<file path="src/shared/qcl_consts.vh">
// constants for the quadrature counter with phase-locked latch trigger
`ifndef QCL_CONSTS_VH
`define QCL_CONSTS_VH

// ============================================================
// register byte offsets
`define QCL_ADR_CTRL        6'h00
`define QCL_ADR_COUNT       6'h04
`define QCL_ADR_RAW         6'h08
`define QCL_ADR_HELD        6'h0C
`define QCL_ADR_LATCH_SEL   6'h10
`define QCL_ADR_TRIG0       6'h14
`define QCL_ADR_TRIG1       6'h18
`define QCL_ADR_TRIG2       6'h1C
`define QCL_ADR_TRIG3       6'h20
`define QCL_ADR_BASE_PER    6'h24
`define QCL_ADR_PHASE_DEV   6'h28
`define QCL_ADR_TIME_CONST  6'h2C
`define QCL_ADR_PLIMIT      6'h30
`define QCL_ADR_PRESCALE    6'h34
`define QCL_ADR_HOST_READ   6'h38
`define QCL_ADR_HOST_WRITE  6'h3C

// ============================================================
// control register fields
`define QCL_CTL_RESET       0
`define QCL_CTL_ARM         1
`define QCL_CTL_RISE        2
`define QCL_CTL_GATE_EN     3
`define QCL_CTL_GATE_LOW    4
`define QCL_CTL_STEPDIR     5
`define QCL_CTL_FILTER      6
`define QCL_CTL_W           7
`define QCL_CTL_RST_VAL     7'h40

// ============================================================
// reset values
`define QCL_LATCH_SEL_RST   32'hFFFFFFFF
`define QCL_TRIG_RST        32'hFFFFFF9C
`define QCL_BASE_PER_RST    32'h000003E8
`define QCL_TIME_CONST_RST  32'h000007D0
`define QCL_PLIMIT_RST      32'h00400000
`define QCL_PRESCALE_RST    32'h00000001

// ============================================================
// timing
`define QCL_CLK_HZ          25000000
`define QCL_US_PER_SEC      1000000
`define QCL_CYC_PER_US      (`QCL_CLK_HZ / `QCL_US_PER_SEC)
`define QCL_FILT_LONG       15
`define QCL_FILT_SHORT      3

`endif

</file>
<file path="src/hw/qcl_counter.v">
// quadrature counter with marker zeroing and phase-locked count latch
`include "qcl_consts.vh"

module qcl_counter (
    // clock and reset
    input  wire        clk_i,
    input  wire        rst_i,
    // wishbone slave
    input  wire        wb_cyc_i,
    input  wire        wb_stb_i,
    input  wire        wb_we_i,
    input  wire [5:0]  wb_adr_i,
    input  wire [3:0]  wb_sel_i,
    input  wire [31:0] wb_dat_i,
    output wire [31:0] wb_dat_o,
    output wire        wb_ack_o,
    // encoder inputs
    input  wire        phase_a_i,
    input  wire        phase_b_i,
    input  wire        marker_i,
    input  wire        marker_gate_i,
    // trigger outputs
    output wire [3:0]  trig_o
);

    // ============================================================
    // functions
    function [31:0] merge_bytes;
        input [31:0] old_v;
        input [31:0] new_v;
        input [3:0]  sel;
        integer      k;
        begin
            merge_bytes = old_v;
            for (k = 0; k < 4; k = k + 1) begin
                if (sel[k]) begin
                    merge_bytes[k*8 +: 8] = new_v[k*8 +: 8];
                end
            end
        end
    endfunction

    // index of highest set bit, used as the loop filter shift
    function [4:0] msb_pos;
        input [31:0] v;
        integer      k;
        begin
            msb_pos = 5'h00;
            for (k = 0; k < 32; k = k + 1) begin
                if (v[k]) begin
                    msb_pos = k[4:0];
                end
            end
        end
    endfunction

    // fire point within the loop period; negative offsets count back from the read
    function [31:0] trig_target;
        input [31:0] ofs;
        input [31:0] per;
        begin
            trig_target = ofs[31] ? per + ofs : ofs;
        end
    endfunction

    // ============================================================
    // registers
    reg  [`QCL_CTL_W-1:0] ctrl_r;
    reg  [31:0]           count_r;
    reg  [31:0]           raw_r;
    reg  [31:0]           held_r;
    reg  [31:0]           latch_sel_r;
    reg  [31:0]           trig_ofs_r [0:3];
    reg  [31:0]           base_per_r;
    reg  [31:0]           phase_dev_r;
    reg  [31:0]           time_const_r;
    reg  [31:0]           plimit_r;
    reg  [31:0]           prescale_r;
    reg  [31:0]           rdata_r;
    reg                   ack_r;

    wire        bus_req   = wb_cyc_i & wb_stb_i & ~ack_r;
    wire        bus_wr    = bus_req & wb_we_i;
    wire        host_rd   = bus_wr & (wb_adr_i == `QCL_ADR_HOST_READ);
    wire        host_wr   = bus_wr & (wb_adr_i == `QCL_ADR_HOST_WRITE);

    // ============================================================
    // input filters
    reg  [2:0]  filt_r;
    reg  [3:0]  filt_cnt_r [0:2];
    wire [2:0]  raw_in  = {marker_i, phase_b_i, phase_a_i};
    localparam integer FILT_LONG_M1  = `QCL_FILT_LONG - 1;
    localparam integer FILT_SHORT_M1 = `QCL_FILT_SHORT - 1;
    wire [3:0]  filt_lim = ctrl_r[`QCL_CTL_FILTER] ? FILT_LONG_M1[3:0]
                                                    : FILT_SHORT_M1[3:0];
    integer     fi;

    // the gate input is a level qualifier only, so it is not filtered
    always @(posedge clk_i) begin
        if (rst_i) begin
            filt_r <= 3'h0;
            for (fi = 0; fi < 3; fi = fi + 1) begin
                filt_cnt_r[fi] <= 4'h0;
            end
        end else begin
            for (fi = 0; fi < 3; fi = fi + 1) begin
                if (raw_in[fi] == filt_r[fi]) begin
                    filt_cnt_r[fi] <= 4'h0;
                end else if (filt_cnt_r[fi] >= filt_lim) begin
                    filt_r[fi]     <= raw_in[fi];
                    filt_cnt_r[fi] <= 4'h0;
                end else begin
                    filt_cnt_r[fi] <= filt_cnt_r[fi] + 4'h1;
                end
            end
        end
    end

    // ============================================================
    // decode
    reg  [2:0]  prev_r;
    wire        a_new = filt_r[0];
    wire        b_new = filt_r[1];
    wire        a_old = prev_r[0];
    wire        b_old = prev_r[1];
    reg         step_up;
    reg         step_dn;

    always @* begin
        step_up = 1'b0;
        step_dn = 1'b0;
        if (ctrl_r[`QCL_CTL_STEPDIR]) begin
            // step on rising A, B high means count down
            if (a_new & ~a_old) begin
                step_up = ~b_new;
                step_dn = b_new;
            end
        end else if ((a_new ^ a_old) ^ (b_new ^ b_old)) begin
            // both lines moving at once is an illegal jump and is dropped
            step_up = a_new ^ b_old;
            step_dn = a_old ^ b_new;
        end
    end

    wire mk_new   = filt_r[2];
    wire mk_old   = prev_r[2];
    wire mk_edge  = ctrl_r[`QCL_CTL_RISE] ? (mk_new & ~mk_old)
                                          : (~mk_new & mk_old);
    wire gate_ok  = ctrl_r[`QCL_CTL_GATE_LOW] ? ~marker_gate_i
                                              : marker_gate_i;
    wire mk_event = mk_edge & (~ctrl_r[`QCL_CTL_GATE_EN] | gate_ok);
    wire mk_zero  = mk_event & ctrl_r[`QCL_CTL_ARM];
    wire [31:0] delta = step_up ? 32'h00000001 : (step_dn ? 32'hFFFFFFFF : 32'h00000000);

    always @(posedge clk_i) begin
        if (rst_i) begin
            prev_r  <= 3'h0;
            count_r <= 32'h00000000;
            raw_r   <= 32'h00000000;
        end else begin
            prev_r <= filt_r;
            raw_r  <= raw_r + delta;
            if (ctrl_r[`QCL_CTL_RESET]) begin
                count_r <= 32'h00000000;
            end else if (mk_zero) begin
                count_r <= 32'h00000000;
            end else begin
                count_r <= count_r + delta;
            end
        end
    end

    // ============================================================
    // phase-locked trigger unit
    reg  [4:0]  us_div_r;
    reg  [31:0] pre_cnt_r;
    reg  [31:0] phase_r;
    reg  [31:0] period_r;
    localparam integer US_LAST = `QCL_CYC_PER_US - 1;
    wire        us_tick  = (us_div_r == US_LAST[4:0]);
    wire        loop_tick = us_tick & (pre_cnt_r + 32'h1 >= prescale_r);
    // deviation wraps into the half period nearest zero
    wire [31:0] half_per = {1'b0, period_r[31:1]};
    wire [31:0] dev_raw  = (phase_r >= half_per) ? phase_r - period_r : phase_r;
    wire [31:0] lim_neg  = 32'h0 - plimit_r;
    wire [31:0] dev_clip = ($signed(dev_raw) > $signed(plimit_r)) ? plimit_r :
                           ($signed(dev_raw) < $signed(lim_neg)) ? lim_neg : dev_raw;
    wire [31:0] dev_step = $signed(dev_clip) >>> msb_pos(time_const_r);
    wire [31:0] dev_pull = (dev_step == 32'h0 && dev_clip != 32'h0) ?
                           (dev_clip[31] ? 32'hFFFFFFFF : 32'h00000001) : dev_step;
    wire        locking  = host_rd & (plimit_r != 32'h0);

    always @(posedge clk_i) begin
        if (rst_i) begin
            us_div_r    <= 5'h00;
            pre_cnt_r   <= 32'h00000000;
            phase_r     <= 32'h00000000;
            period_r    <= `QCL_BASE_PER_RST;
            phase_dev_r <= 32'h00000000;
        end else begin
            us_div_r <= us_tick ? 5'h00 : us_div_r + 5'h01;
            if (us_tick) begin
                pre_cnt_r <= loop_tick ? 32'h0 : pre_cnt_r + 32'h1;
            end
            if (host_rd) begin
                phase_dev_r <= dev_raw;
            end
            if (locking) begin
                // pull phase toward the read instant, nudge period by one
                phase_r <= phase_r - dev_pull;
                if (dev_raw[31] && period_r > 32'h2) begin
                    period_r <= period_r - 32'h1;
                end else if (!dev_raw[31] && dev_raw != 32'h0) begin
                    period_r <= period_r + 32'h1;
                end
            end else if (plimit_r == 32'h0) begin
                period_r <= base_per_r;
                if (loop_tick) begin
                    phase_r <= (phase_r + 32'h1 >= base_per_r) ? 32'h0 : phase_r + 32'h1;
                end
            end else if (loop_tick) begin
                phase_r <= (phase_r + 32'h1 >= period_r) ? 32'h0 : phase_r + 32'h1;
            end
            // a new base period takes effect at once, not only when free-running
            if (bus_wr && (wb_adr_i == `QCL_ADR_BASE_PER)) begin
                period_r <= merge_bytes(base_per_r, wb_dat_i, wb_sel_i);
            end
        end
    end

    // ============================================================
    // trigger timers
    reg  [3:0]  trig_r;
    integer     ti;

    always @(posedge clk_i) begin
        if (rst_i) begin
            trig_r <= 4'h0;
        end else begin
            for (ti = 0; ti < 4; ti = ti + 1) begin
                // negative offset fires that many loop ticks (prescale_r microseconds each) before the read
                trig_r[ti] <= loop_tick &
                              (phase_r == trig_target(trig_ofs_r[ti], period_r));
            end
        end
    end

    assign trig_o = trig_r;

    // ============================================================
    // count latch
    reg         latch_now;

    always @* begin
        case (latch_sel_r)
            32'h00000000: latch_now = host_wr;
            32'h00000001: latch_now = trig_r[0];
            32'h00000002: latch_now = trig_r[1];
            32'h00000003: latch_now = trig_r[2];
            32'h00000004: latch_now = trig_r[3];
            default:      latch_now = 1'b0;
        endcase
    end

    always @(posedge clk_i) begin
        if (rst_i) begin
            held_r <= 32'h00000000;
        end else if (latch_now) begin
            held_r <= count_r;
        end
    end

    // ============================================================
    // wishbone register file
    wire [31:0] ctrl_w = merge_bytes({{(32-`QCL_CTL_W){1'b0}}, ctrl_r}, wb_dat_i, wb_sel_i);
    integer     ri;

    always @(posedge clk_i) begin
        if (rst_i) begin
            ctrl_r       <= `QCL_CTL_RST_VAL;
            latch_sel_r  <= `QCL_LATCH_SEL_RST;
            base_per_r   <= `QCL_BASE_PER_RST;
            time_const_r <= `QCL_TIME_CONST_RST;
            plimit_r     <= `QCL_PLIMIT_RST;
            prescale_r   <= `QCL_PRESCALE_RST;
            for (ri = 0; ri < 4; ri = ri + 1) begin
                trig_ofs_r[ri] <= `QCL_TRIG_RST;
            end
        end else begin
            // marker clears the arm flag; a software write in the same cycle wins
            if (mk_zero) begin
                ctrl_r[`QCL_CTL_ARM] <= 1'b0;
            end
            if (bus_wr) begin
                case (wb_adr_i)
                    `QCL_ADR_CTRL:       ctrl_r       <= ctrl_w[`QCL_CTL_W-1:0];
                    `QCL_ADR_LATCH_SEL:  latch_sel_r  <= merge_bytes(latch_sel_r, wb_dat_i,
                                                                     wb_sel_i);
                    `QCL_ADR_TRIG0:      trig_ofs_r[0] <= merge_bytes(trig_ofs_r[0], wb_dat_i,
                                                                      wb_sel_i);
                    `QCL_ADR_TRIG1:      trig_ofs_r[1] <= merge_bytes(trig_ofs_r[1], wb_dat_i,
                                                                      wb_sel_i);
                    `QCL_ADR_TRIG2:      trig_ofs_r[2] <= merge_bytes(trig_ofs_r[2], wb_dat_i,
                                                                      wb_sel_i);
                    `QCL_ADR_TRIG3:      trig_ofs_r[3] <= merge_bytes(trig_ofs_r[3], wb_dat_i,
                                                                      wb_sel_i);
                    `QCL_ADR_BASE_PER:   base_per_r   <= merge_bytes(base_per_r, wb_dat_i,
                                                                     wb_sel_i);
                    `QCL_ADR_TIME_CONST: time_const_r <= merge_bytes(time_const_r, wb_dat_i,
                                                                     wb_sel_i);
                    `QCL_ADR_PLIMIT:     plimit_r     <= merge_bytes(plimit_r, wb_dat_i,
                                                                     wb_sel_i);
                    `QCL_ADR_PRESCALE:   prescale_r   <= merge_bytes(prescale_r, wb_dat_i,
                                                                     wb_sel_i);
                    default:             ;
                endcase
            end
        end
    end

    // one wait state: ack one cycle after the request, dropped the next cycle
    always @(posedge clk_i) begin
        if (rst_i) begin
            ack_r   <= 1'b0;
            rdata_r <= 32'h00000000;
        end else begin
            ack_r <= bus_req;
            if (bus_req & ~wb_we_i) begin
                case (wb_adr_i)
                    `QCL_ADR_CTRL:       rdata_r <= {{(32-`QCL_CTL_W){1'b0}}, ctrl_r};
                    `QCL_ADR_COUNT:      rdata_r <= count_r;
                    `QCL_ADR_RAW:        rdata_r <= raw_r;
                    `QCL_ADR_HELD:       rdata_r <= held_r;
                    `QCL_ADR_LATCH_SEL:  rdata_r <= latch_sel_r;
                    `QCL_ADR_TRIG0:      rdata_r <= trig_ofs_r[0];
                    `QCL_ADR_TRIG1:      rdata_r <= trig_ofs_r[1];
                    `QCL_ADR_TRIG2:      rdata_r <= trig_ofs_r[2];
                    `QCL_ADR_TRIG3:      rdata_r <= trig_ofs_r[3];
                    `QCL_ADR_BASE_PER:   rdata_r <= base_per_r;
                    `QCL_ADR_PHASE_DEV:  rdata_r <= phase_dev_r;
                    `QCL_ADR_TIME_CONST: rdata_r <= time_const_r;
                    `QCL_ADR_PLIMIT:     rdata_r <= plimit_r;
                    `QCL_ADR_PRESCALE:   rdata_r <= prescale_r;
                    default:             rdata_r <= 32'h00000000;
                endcase
            end
        end
    end

    assign wb_ack_o = ack_r;
    assign wb_dat_o = rdata_r;

endmodule // qcl_counter

</file>
<file path="config.mk">
export PLATFORM = sky130hd
export DESIGN_NAME = qcl_counter
export DESIGN_NICKNAME = d
export VERILOG_FILES = /design/src/hw/qcl_counter.v
export VERILOG_INCLUDE_DIRS = /design/src /design/src/shared
export SDC_FILE = /design/constraint.sdc
export NUM_CORES = 2
export LEC_CHECK = 0
export ABC_AREA = 1
export BUFFER_PORTS_ARGS = -buffer_cell sky130_fd_sc_hd__buf_2
export CAP_MARGIN = 20
export CORE_UTILIZATION = 40
export CTS_CLUSTER_DIAMETER = 30
export DETAILED_ROUTE_END_ITERATION = 8
export GPL_ROUTABILITY_DRIVEN = 0
export HOLD_SLACK_MARGIN = 0.08
export PLACE_DENSITY = 0.59
export SLEW_MARGIN = 20
export SYNTH_ARGS = -nofsm -noshare
export SYNTH_HDL_FRONTEND = slang
export SYNTH_SLANG_ARGS = --single-unit
</file>
<file path="constraint.sdc">
create_clock -name clk_i -period 23.9 [get_ports clk_i]
set_input_delay 2.39 -clock clk_i [delete_from_list [all_inputs] [get_ports clk_i]]
set_output_delay 2.39 -clock clk_i [all_outputs]
set_load 0.05 [all_outputs]
</file>
Word level (Yosys, flattened, before mapping)
Memories as Yosys holds them, arrays and structs flattened.
Cells that the tools add are included.
Storage, ports and cells
  register bits: 439
  RAM bits: 140
  bits of input ports: 51
  memories kept: 2
Memory list
  trig_ofs_r: words 4, bits a word 32, read ports 4, clocked after Yosys merged registers in 0, write ports 4, RTL line qcl_counter.v:73  | reg [31:0] trig_ofs_r [0:3];
  filt_cnt_r: words 3, bits a word 4, read ports 3, clocked after Yosys merged registers in 0, write ports 3, RTL line qcl_counter.v:90  | reg [3:0] filt_cnt_r [0:2];
Operators by class
  add/sub/neg operators: 17
  $lt $le $gt $ge: 10
  equal/unequal tests: 29
  shift-type cells: 1
  mux-type cells: 201
  bitwise logic cells: 47
  reduce and logical (&&, ||, !) cells: 38
Operator list (count)
  $mux 32: 27
  $mux 8: 68
  $pmux 32 s14: 1
  $add 32x32->32: 6
  $mux 5: 30
  $eq 32x32->1: 4
  $add 32x1->32 const B: 3
  $ge 32x32->1: 3
  $logic_not 32->1: 3
  $reduce_bool 32->1: 3
  $eq 32x2->1 const B: 2
  $sub 32x32->32: 2
  $mux 1: 61
  $reduce_and 3->1: 17
  $eq 6x6->1 const B: 8
  $mux 4: 10
  $eq 32x1->1 const B: 1
  $eq 32x3->1 const B: 1
  $ge 32x31->1: 1
  $gt 32x2->1 const B: 1
  $gt 32x32->1: 1
  $lt 32x32->1: 1
  $sshr 32x5->32: 1
  $sub 1x32->32 const A: 1
  25 further kinds: 87

Logic depth before layout (Yosys ltp)
  depth in word-level cells: 37
  gate-level depth with buffers: 81
  depth with buffers taken out: 80

Least setup slack after synthesis
Ideal clock, no wire load.
  path type: reg-to-reg
  start: register phase_r[0]
  end: register phase_r[28]
  setup time: 116 ps
  data arrival time: 8154 ps
  path slack: 15629 ps
  cell stages (with the launch flop): 72
  period minus slack after synthesis: 8271 ps
  path through: dfxtp_1 -> buf_2 -> inv_1 -> ha_1 -> inv_1 -> fa_1 -> nand3_1 -> nand2_1 -> a21oi_1 -> o21ai_1 -> a31oi_1 -> o21ai_1 -> nand3_1 -> nand2_1 -> xor2_1 -> nand2_1 -> o21ai_1 -> inv_1 -> [... 36 more ...] -> inv_1 -> nand2_1 -> a21boi_1 -> o21ai_0 -> nand2_1 -> nand2_1 -> a21oi_1 -> nand2_1 -> nand3_1 -> a21boi_1 -> nand3_1 -> nand2_1 -> inv_1 -> o21ai_1 -> nor2_1 -> o221ai_1 -> o211ai_1 -> inv_1
On the way
  cells in the longest elaborated chain, start to end: 11
Ends and longest elaborated chain
  from (decl): RTL line qcl_counter.v:177  | reg [31:0] phase_r;
  from (signal assigned): RTL line qcl_counter.v:210  | phase_r <= phase_r - dev_pull;
  from (signal assigned): RTL line qcl_counter.v:219  | phase_r <= (phase_r + 32'h1 >= base_per_r) ? 32'h0 : phase_r + 32'h1;
  from (signal assigned): RTL line qcl_counter.v:222  | phase_r <= (phase_r + 32'h1 >= period_r) ? 32'h0 : phase_r + 32'h1;
  $sub 32x32->32 or $ge 32x31->1 (tied branches): RTL line qcl_counter.v:184  | wire [31:0] dev_raw = (phase_r >= half_per) ? phase_r - period_r : phase_r;
  $mux 32 *: RTL line qcl_counter.v:184
  named net dev_raw[28]: RTL line qcl_counter.v:184
  $lt 32x32->1: RTL line qcl_counter.v:187  | ($signed(dev_raw) < $signed(lim_neg)) ? lim_neg : dev_raw;
  $mux 32: RTL line qcl_counter.v:187
  $mux 32 *: RTL line qcl_counter.v:186  | wire [31:0] dev_clip = ($signed(dev_raw) > $signed(plimit_r)) ? plimit_r :
  $sshr 32x5->32: RTL line qcl_counter.v:188  | wire [31:0] dev_step = $signed(dev_clip) >>> msb_pos(time_const_r);
  $logic_not 32->1: RTL line qcl_counter.v:189  | wire [31:0] dev_pull = (dev_step == 32'h0 && dev_clip != 32'h0) ?
  $logic_and 1x1->1: RTL line qcl_counter.v:189
  $mux 32 *: RTL line qcl_counter.v:189
  $sub 32x32->32 *: RTL line qcl_counter.v:210
  $mux 32 *: RTL line qcl_counter.v:208  | if (locking) begin
The timed path passes the listed nets; every way through them passes the cells marked *. The select of a mux whose other input is x is not followed.
A chain may end at the register's enable or synchronous reset.

Worst setup path after layout
  start: register period_r[15]
  end: register phase_r[28]
On the way
  cells in the longest elaborated chain, start to end: 11
Ends and longest elaborated chain
  from (decl): RTL line qcl_counter.v:178  | reg [31:0] period_r;
  from (signal assigned): RTL line qcl_counter.v:198  | period_r <= `QCL_BASE_PER_RST;
  from (signal assigned): RTL line qcl_counter.v:212  | period_r <= period_r - 32'h1;
  from (signal assigned): RTL line qcl_counter.v:214  | period_r <= period_r + 32'h1;
  $sub 32x32->32 or $ge 32x31->1 (tied branches): RTL line qcl_counter.v:184
  $mux 32 *: RTL line qcl_counter.v:184
  named net dev_raw[30]: RTL line qcl_counter.v:184
  $lt 32x32->1: RTL line qcl_counter.v:187
  $mux 32: RTL line qcl_counter.v:187
  $mux 32 *: RTL line qcl_counter.v:186
  $sshr 32x5->32: RTL line qcl_counter.v:188
  $logic_not 32->1: RTL line qcl_counter.v:189
  $logic_and 1x1->1: RTL line qcl_counter.v:189
  $mux 32 *: RTL line qcl_counter.v:189
  $sub 32x32->32 *: RTL line qcl_counter.v:210
  $mux 32 *: RTL line qcl_counter.v:208
Marked as above.

==> metrics.md <==
| Metric | Value |
|---|---|
| Ys flop type | `dfxtp_1` |
| Starting Density | `40.53%` |
| Core box area | `118600 um^2` |
| Status | `finished, violations left` |
| Postcts setup bufs | `0` |
| CTS Root Cell | `clkbuf_16` |
| R2r worst-path depth | `65` |
| Fin. Hold Viols | `0` |
| Clock transition at path regs | `0.05 ns` |
| Final setup vio count | `0` |
| Required time worst endpoint | `24.52 ns` |
| Number of global-route vias before repair | `46760` |
| CP endpoint kind | `register` |
| Std cell rows | `126` |
| Combinational group share of total power | `15.9%` |
| Min Clock Period, post-route | `11.59 ns` |
| Grt ovf | `0` |
| Final HPWL DP | `160.9 mm` |
| CTS tree | `built` |
| Internal Power | `2.649 mW` |
| Vias per cell | `5.949` |
| Fin area | `55600 um^2` |
| CTS Hold Bufs | `0` |
| Most frequent CP cell | `nand2_1` |
| Final Power | `3.754 mW` |
| Fmax | `0.08629 GHz` |
| Total of fill cells in the finished design | `12050` |
| WHS Path Cells | `2` |
| Period Utilization, post-route | `48.49%` |
| Startpoint types | `register` |
| Crit path buf inv count | `8` |
| Vias | `51940` |
| DR WL/cell | `23.68 um` |
| DR iter-0 viols | `6804` |
| Peak supply drop | `65.78 uV` |
| Slew @ Worst Pin | `1.213 ns` |
| LEAKAGE | `25.57 nW` |
| Pre-CTS setup slack | `12.69 ns` |
| Mapped Area | `48050 um^2` |
| Worst path arrival time | `12.21 ns` |
| Flop2flop setup slack | `12.31 ns` |
| Fraction of registers with async set/reset | `0%` |
| Area growth, synth to finish | `15.72%` |
| Syn Area/Cell | `6.926 um^2` |
| Final worst slack | `12.31 ns` |
| Setup Skew | `0.03199 ns` |
| Critical R2R Launch | `period_r[15]$_SDFFE_PP0P_` |
| Failing checks | `design-rule violations` |
| Die height | `348.6 um` |
| Initial DRT Pass Iterations | `9` |
| Reg2reg end | `phase_r[28]$_SDFFE_PP0P_` |
| Hold Path Class | `reg2reg` |
| Die Span X | `348.6 um` |
| WS Path Type | `reg2reg` |
| Worst path depth | `65` |
| Seq pwr share | `27.6%` |
| Max-Slew Margin vs Limit | `18.26%` |
| Port bufs | `87` |
| EDFF count, synth | `140` |
| Post-CTS Resized | `0` |
| Post-route ant nets | `0` |
| Seq cells post-synth | `579` |
| Top Ports | `88` |
| Post-Route WL | `206.7 mm` |
| Cts bufs inserted | `149` |
| Max Cap Violations | `0` |
| PD cells | `67.52 nW/um^2` |
| Clock sink total | `579` |
| Hold path startpoint | `wb_dat_o[24]$_SDFFE_PP0P_` |
| First-pass GRT wire length | `299.2 mm` |
| TNS Setup | `0 ns` |
| DIE AREA | `121500 um^2` |
| Largest net degree at the start of global routing | `79` |
| Switch Pwr | `1.105 mW` |
| All-layer global routing usage | `32.81%` |
| # DRC | `1` |
| Clk_lat worst skew | `0.76 ns` |
| Net Sw Frac | `29.45%` |
| Hold EP | `wb_dat_o[24]$_SDFFE_PP0P_` |
| Clk pwr share | `56.5%` |
| Longest Clk Path Bufs | `3` |
| Largest fanout on the critical path | `60` |
| Synth warn | `0` |
| CP top delay family | `simple AND/OR/NAND/NOR gates` |
| Count of different cell masters after synthesis | `73` |
| Max-slew violations | `0` |
| Slowest CP cell | `nor4_1` |
| Gate Count Post-Synth | `6937` |
| # nets final | `7555` |
| Post-placement cell area | `50260 um^2` |
| RSZ-0062 raised after global routing | `no` |
| CTS H-tree depth | `4` |
| Antenna violations before repair | `12` |
| Register area share after synthesis | `27.04%` |
| Worst stage delay on the critical path | `0.94 ns` |
| Layout cells sized above 1 | `7.408%` |
[metal layers]
metal	wire length, um	global-route usage [%]	vias up
li1	-	-	24100
met1	85980	45.47	24380
met2	85560	48.34	2992
met3	25260	6.992	466
met4	9882	14.95	8
met5	47	0	-
[cell usage in the layout, fill, tap and decap left out, types with 15 or more instances in the layout]
master      Yosys  layout
bufinv_16       0      19
or2_2          18      18
edfxtp_1      140     140
o2111ai_1      22      22
o21a_1         31      31
a21oi_1       737     735
nand3_1       350     348
nor4_1         42      41
mux2i_1        25      25
clkinvlp_4      0      15
o21ai_0       533     524
nor3_1         70      69
nand4_1        94      94
clkbuf_1      217      22
ha_1          486     486
nand2_1      1375    1375
clkinv_2        1      21
o22ai_1        92      92
inv_2          26      30
a31oi_1        50      50
buf_4           5      92
a22oi_1        33      33
inv_1         831     826
buf_2          27      86
dfxtp_1       439     439
clkinv_1       18      21
o211ai_1       84      84
clkbuf_16       0     155
o21ai_1        36      44
xnor2_1        83      83
clkbuf_8        0      16
a211oi_1       67      67
xor2_1        229     229
o21bai_1       18      18
o221ai_1       35      35
nor2_1        508     494
a221oi_1       75      75
[flip-flops by register name, summed over array words and instances (netlist names), 12 cells and up]
signal        count
base_per_r       32
count_r          32
filt_cnt_r       12
held_r           32
latch_sel_r      32
period_r         32
phase_dev_r      32
phase_r          32
plimit_r         32
pre_cnt_r        32
prescale_r       32
raw_r            32
time_const_r     32
trig_ofs_r      128
wb_dat_o         32
[final cells by class]
cell class / instances / area [um^2] / share of cell area, %
Antenna cell: 4 / 10.01 / 0.01800
Sequential cell: 579 / 12990 / 23.37
Tap cell: 1600 / 2002 / 3.601
Inverter: 876 / 3294 / 5.925
Clock buffer: 193 / 4182 / 7.521
Multi-Input combinational cell: 5224 / 30850 / 55.48
Timing Repair Buffer: 179 / 1132 / 2.037
Clock inverter: 76 / 1142 / 2.055
[power groups by stage]
stage | Clock, mW | Sequential [mW] | Combinational (mW)
2_1_floorplan | 0 | 1.05 | 0.411
3_3_place_gp | 0 | 1.05 | 0.577
3_5_place_dp | 0 | 1.05 | 0.579
4_1_cts | 2.13 | 1.04 | 0.582
5_1_grt | 2.18 | 1.04 | 0.652
6_report | 2.12 | 1.04 | 0.597
[synth_stat cells, types with 18 or more instances]
cell type | n | area, um^2
o21ai_0 | 533 | 2668
o21ai_1 | 36 | 180.2
nor3_1 | 70 | 350.3
a21oi_1 | 737 | 3689
buf_2 | 27 | 135.1
clkinv_1 | 18 | 67.56
o211ai_1 | 84 | 630.6
nand3_1 | 350 | 1752
xnor2_1 | 83 | 727.0
buf_1 | 20 | 75.07
o221ai_1 | 35 | 306.5
nor2_1 | 508 | 1907
a221oi_1 | 75 | 656.9
o21a_1 | 31 | 232.7
inv_2 | 26 | 97.59
nand2_1 | 1375 | 5161
xor2_1 | 229 | 2006
clkbuf_1 | 217 | 814.5
ha_1 | 486 | 6081
o21bai_1 | 18 | 135.1
or2_2 | 18 | 112.6
edfxtp_1 | 140 | 4204
mux2i_1 | 25 | 250.2
nor4_1 | 42 | 262.8
dfxtp_1 | 439 | 8788
a22oi_1 | 33 | 247.7
o22ai_1 | 92 | 575.6
a31oi_1 | 50 | 312.8
a211oi_1 | 67 | 503.0
o2111ai_1 | 22 | 192.7
inv_1 | 831 | 3119
nand4_1 | 94 | 588.1
[tightest hold or removal path, delay by kind of cell, from the launching register on]
family / cells / cell delay (ns)
DFF: 1 / 0.30
and+or+nand+nor: 1 / 0.05
AOI/OAI and AO/OA: 1 / 0.05
[per-stage QoR]
stage / hold WS (ns) / util [%] / instances
final: 0.4574 / 46.90 / 8731
after floorplan: 0.4300 / - / 6948
after global routing: 0.4807 / 46.89 / 8728
after detailed placement: 0.4524 / 42.40 / 8458
after CTS: 0.4620 / 46.89 / 8727
after global placement: 0.4415 / 42.39 / 8458
[how the worst max path moves through the flow]
stage | endpoint | from | slack, ns
2_1_floorplan | phase_r[28]$_SDFFE_PP0P_ | phase_r[0]$_SDFFE_PP0P_ | 15.63
3_3_place_gp | phase_r[28]$_SDFFE_PP0P_ | period_r[30]$_SDFFE_PP0P_ | 12.68
3_5_place_dp | phase_r[28]$_SDFFE_PP0P_ | period_r[1]$_SDFFE_PP0P_ | 12.69
4_1_cts | phase_r[28]$_SDFFE_PP0P_ | period_r[1]$_SDFFE_PP0P_ | 12.63
5_1_grt | phase_r[28]$_SDFFE_PP0P_ | phase_r[0]$_SDFFE_PP0P_ | 11.54
6_report | phase_r[28]$_SDFFE_PP0P_ | period_r[15]$_SDFFE_PP0P_ | 12.31
[cells by family after synthesis]
family                     after synthesis  share of synthesized area [%]
adders and majority gates              495                          13.03
muxes                                   25                         0.5208
and+or+nand+nor                       2495                          21.86
other                                    1                       0.007805
AOI/OAI and AO/OA                     1885                          22.80
buffers and inverters                 1145                          9.057
xor gates and xnor gates               312                          5.687
DFF                                    579                          27.04
No activity file was read; power rests on OpenSTA's default activity.
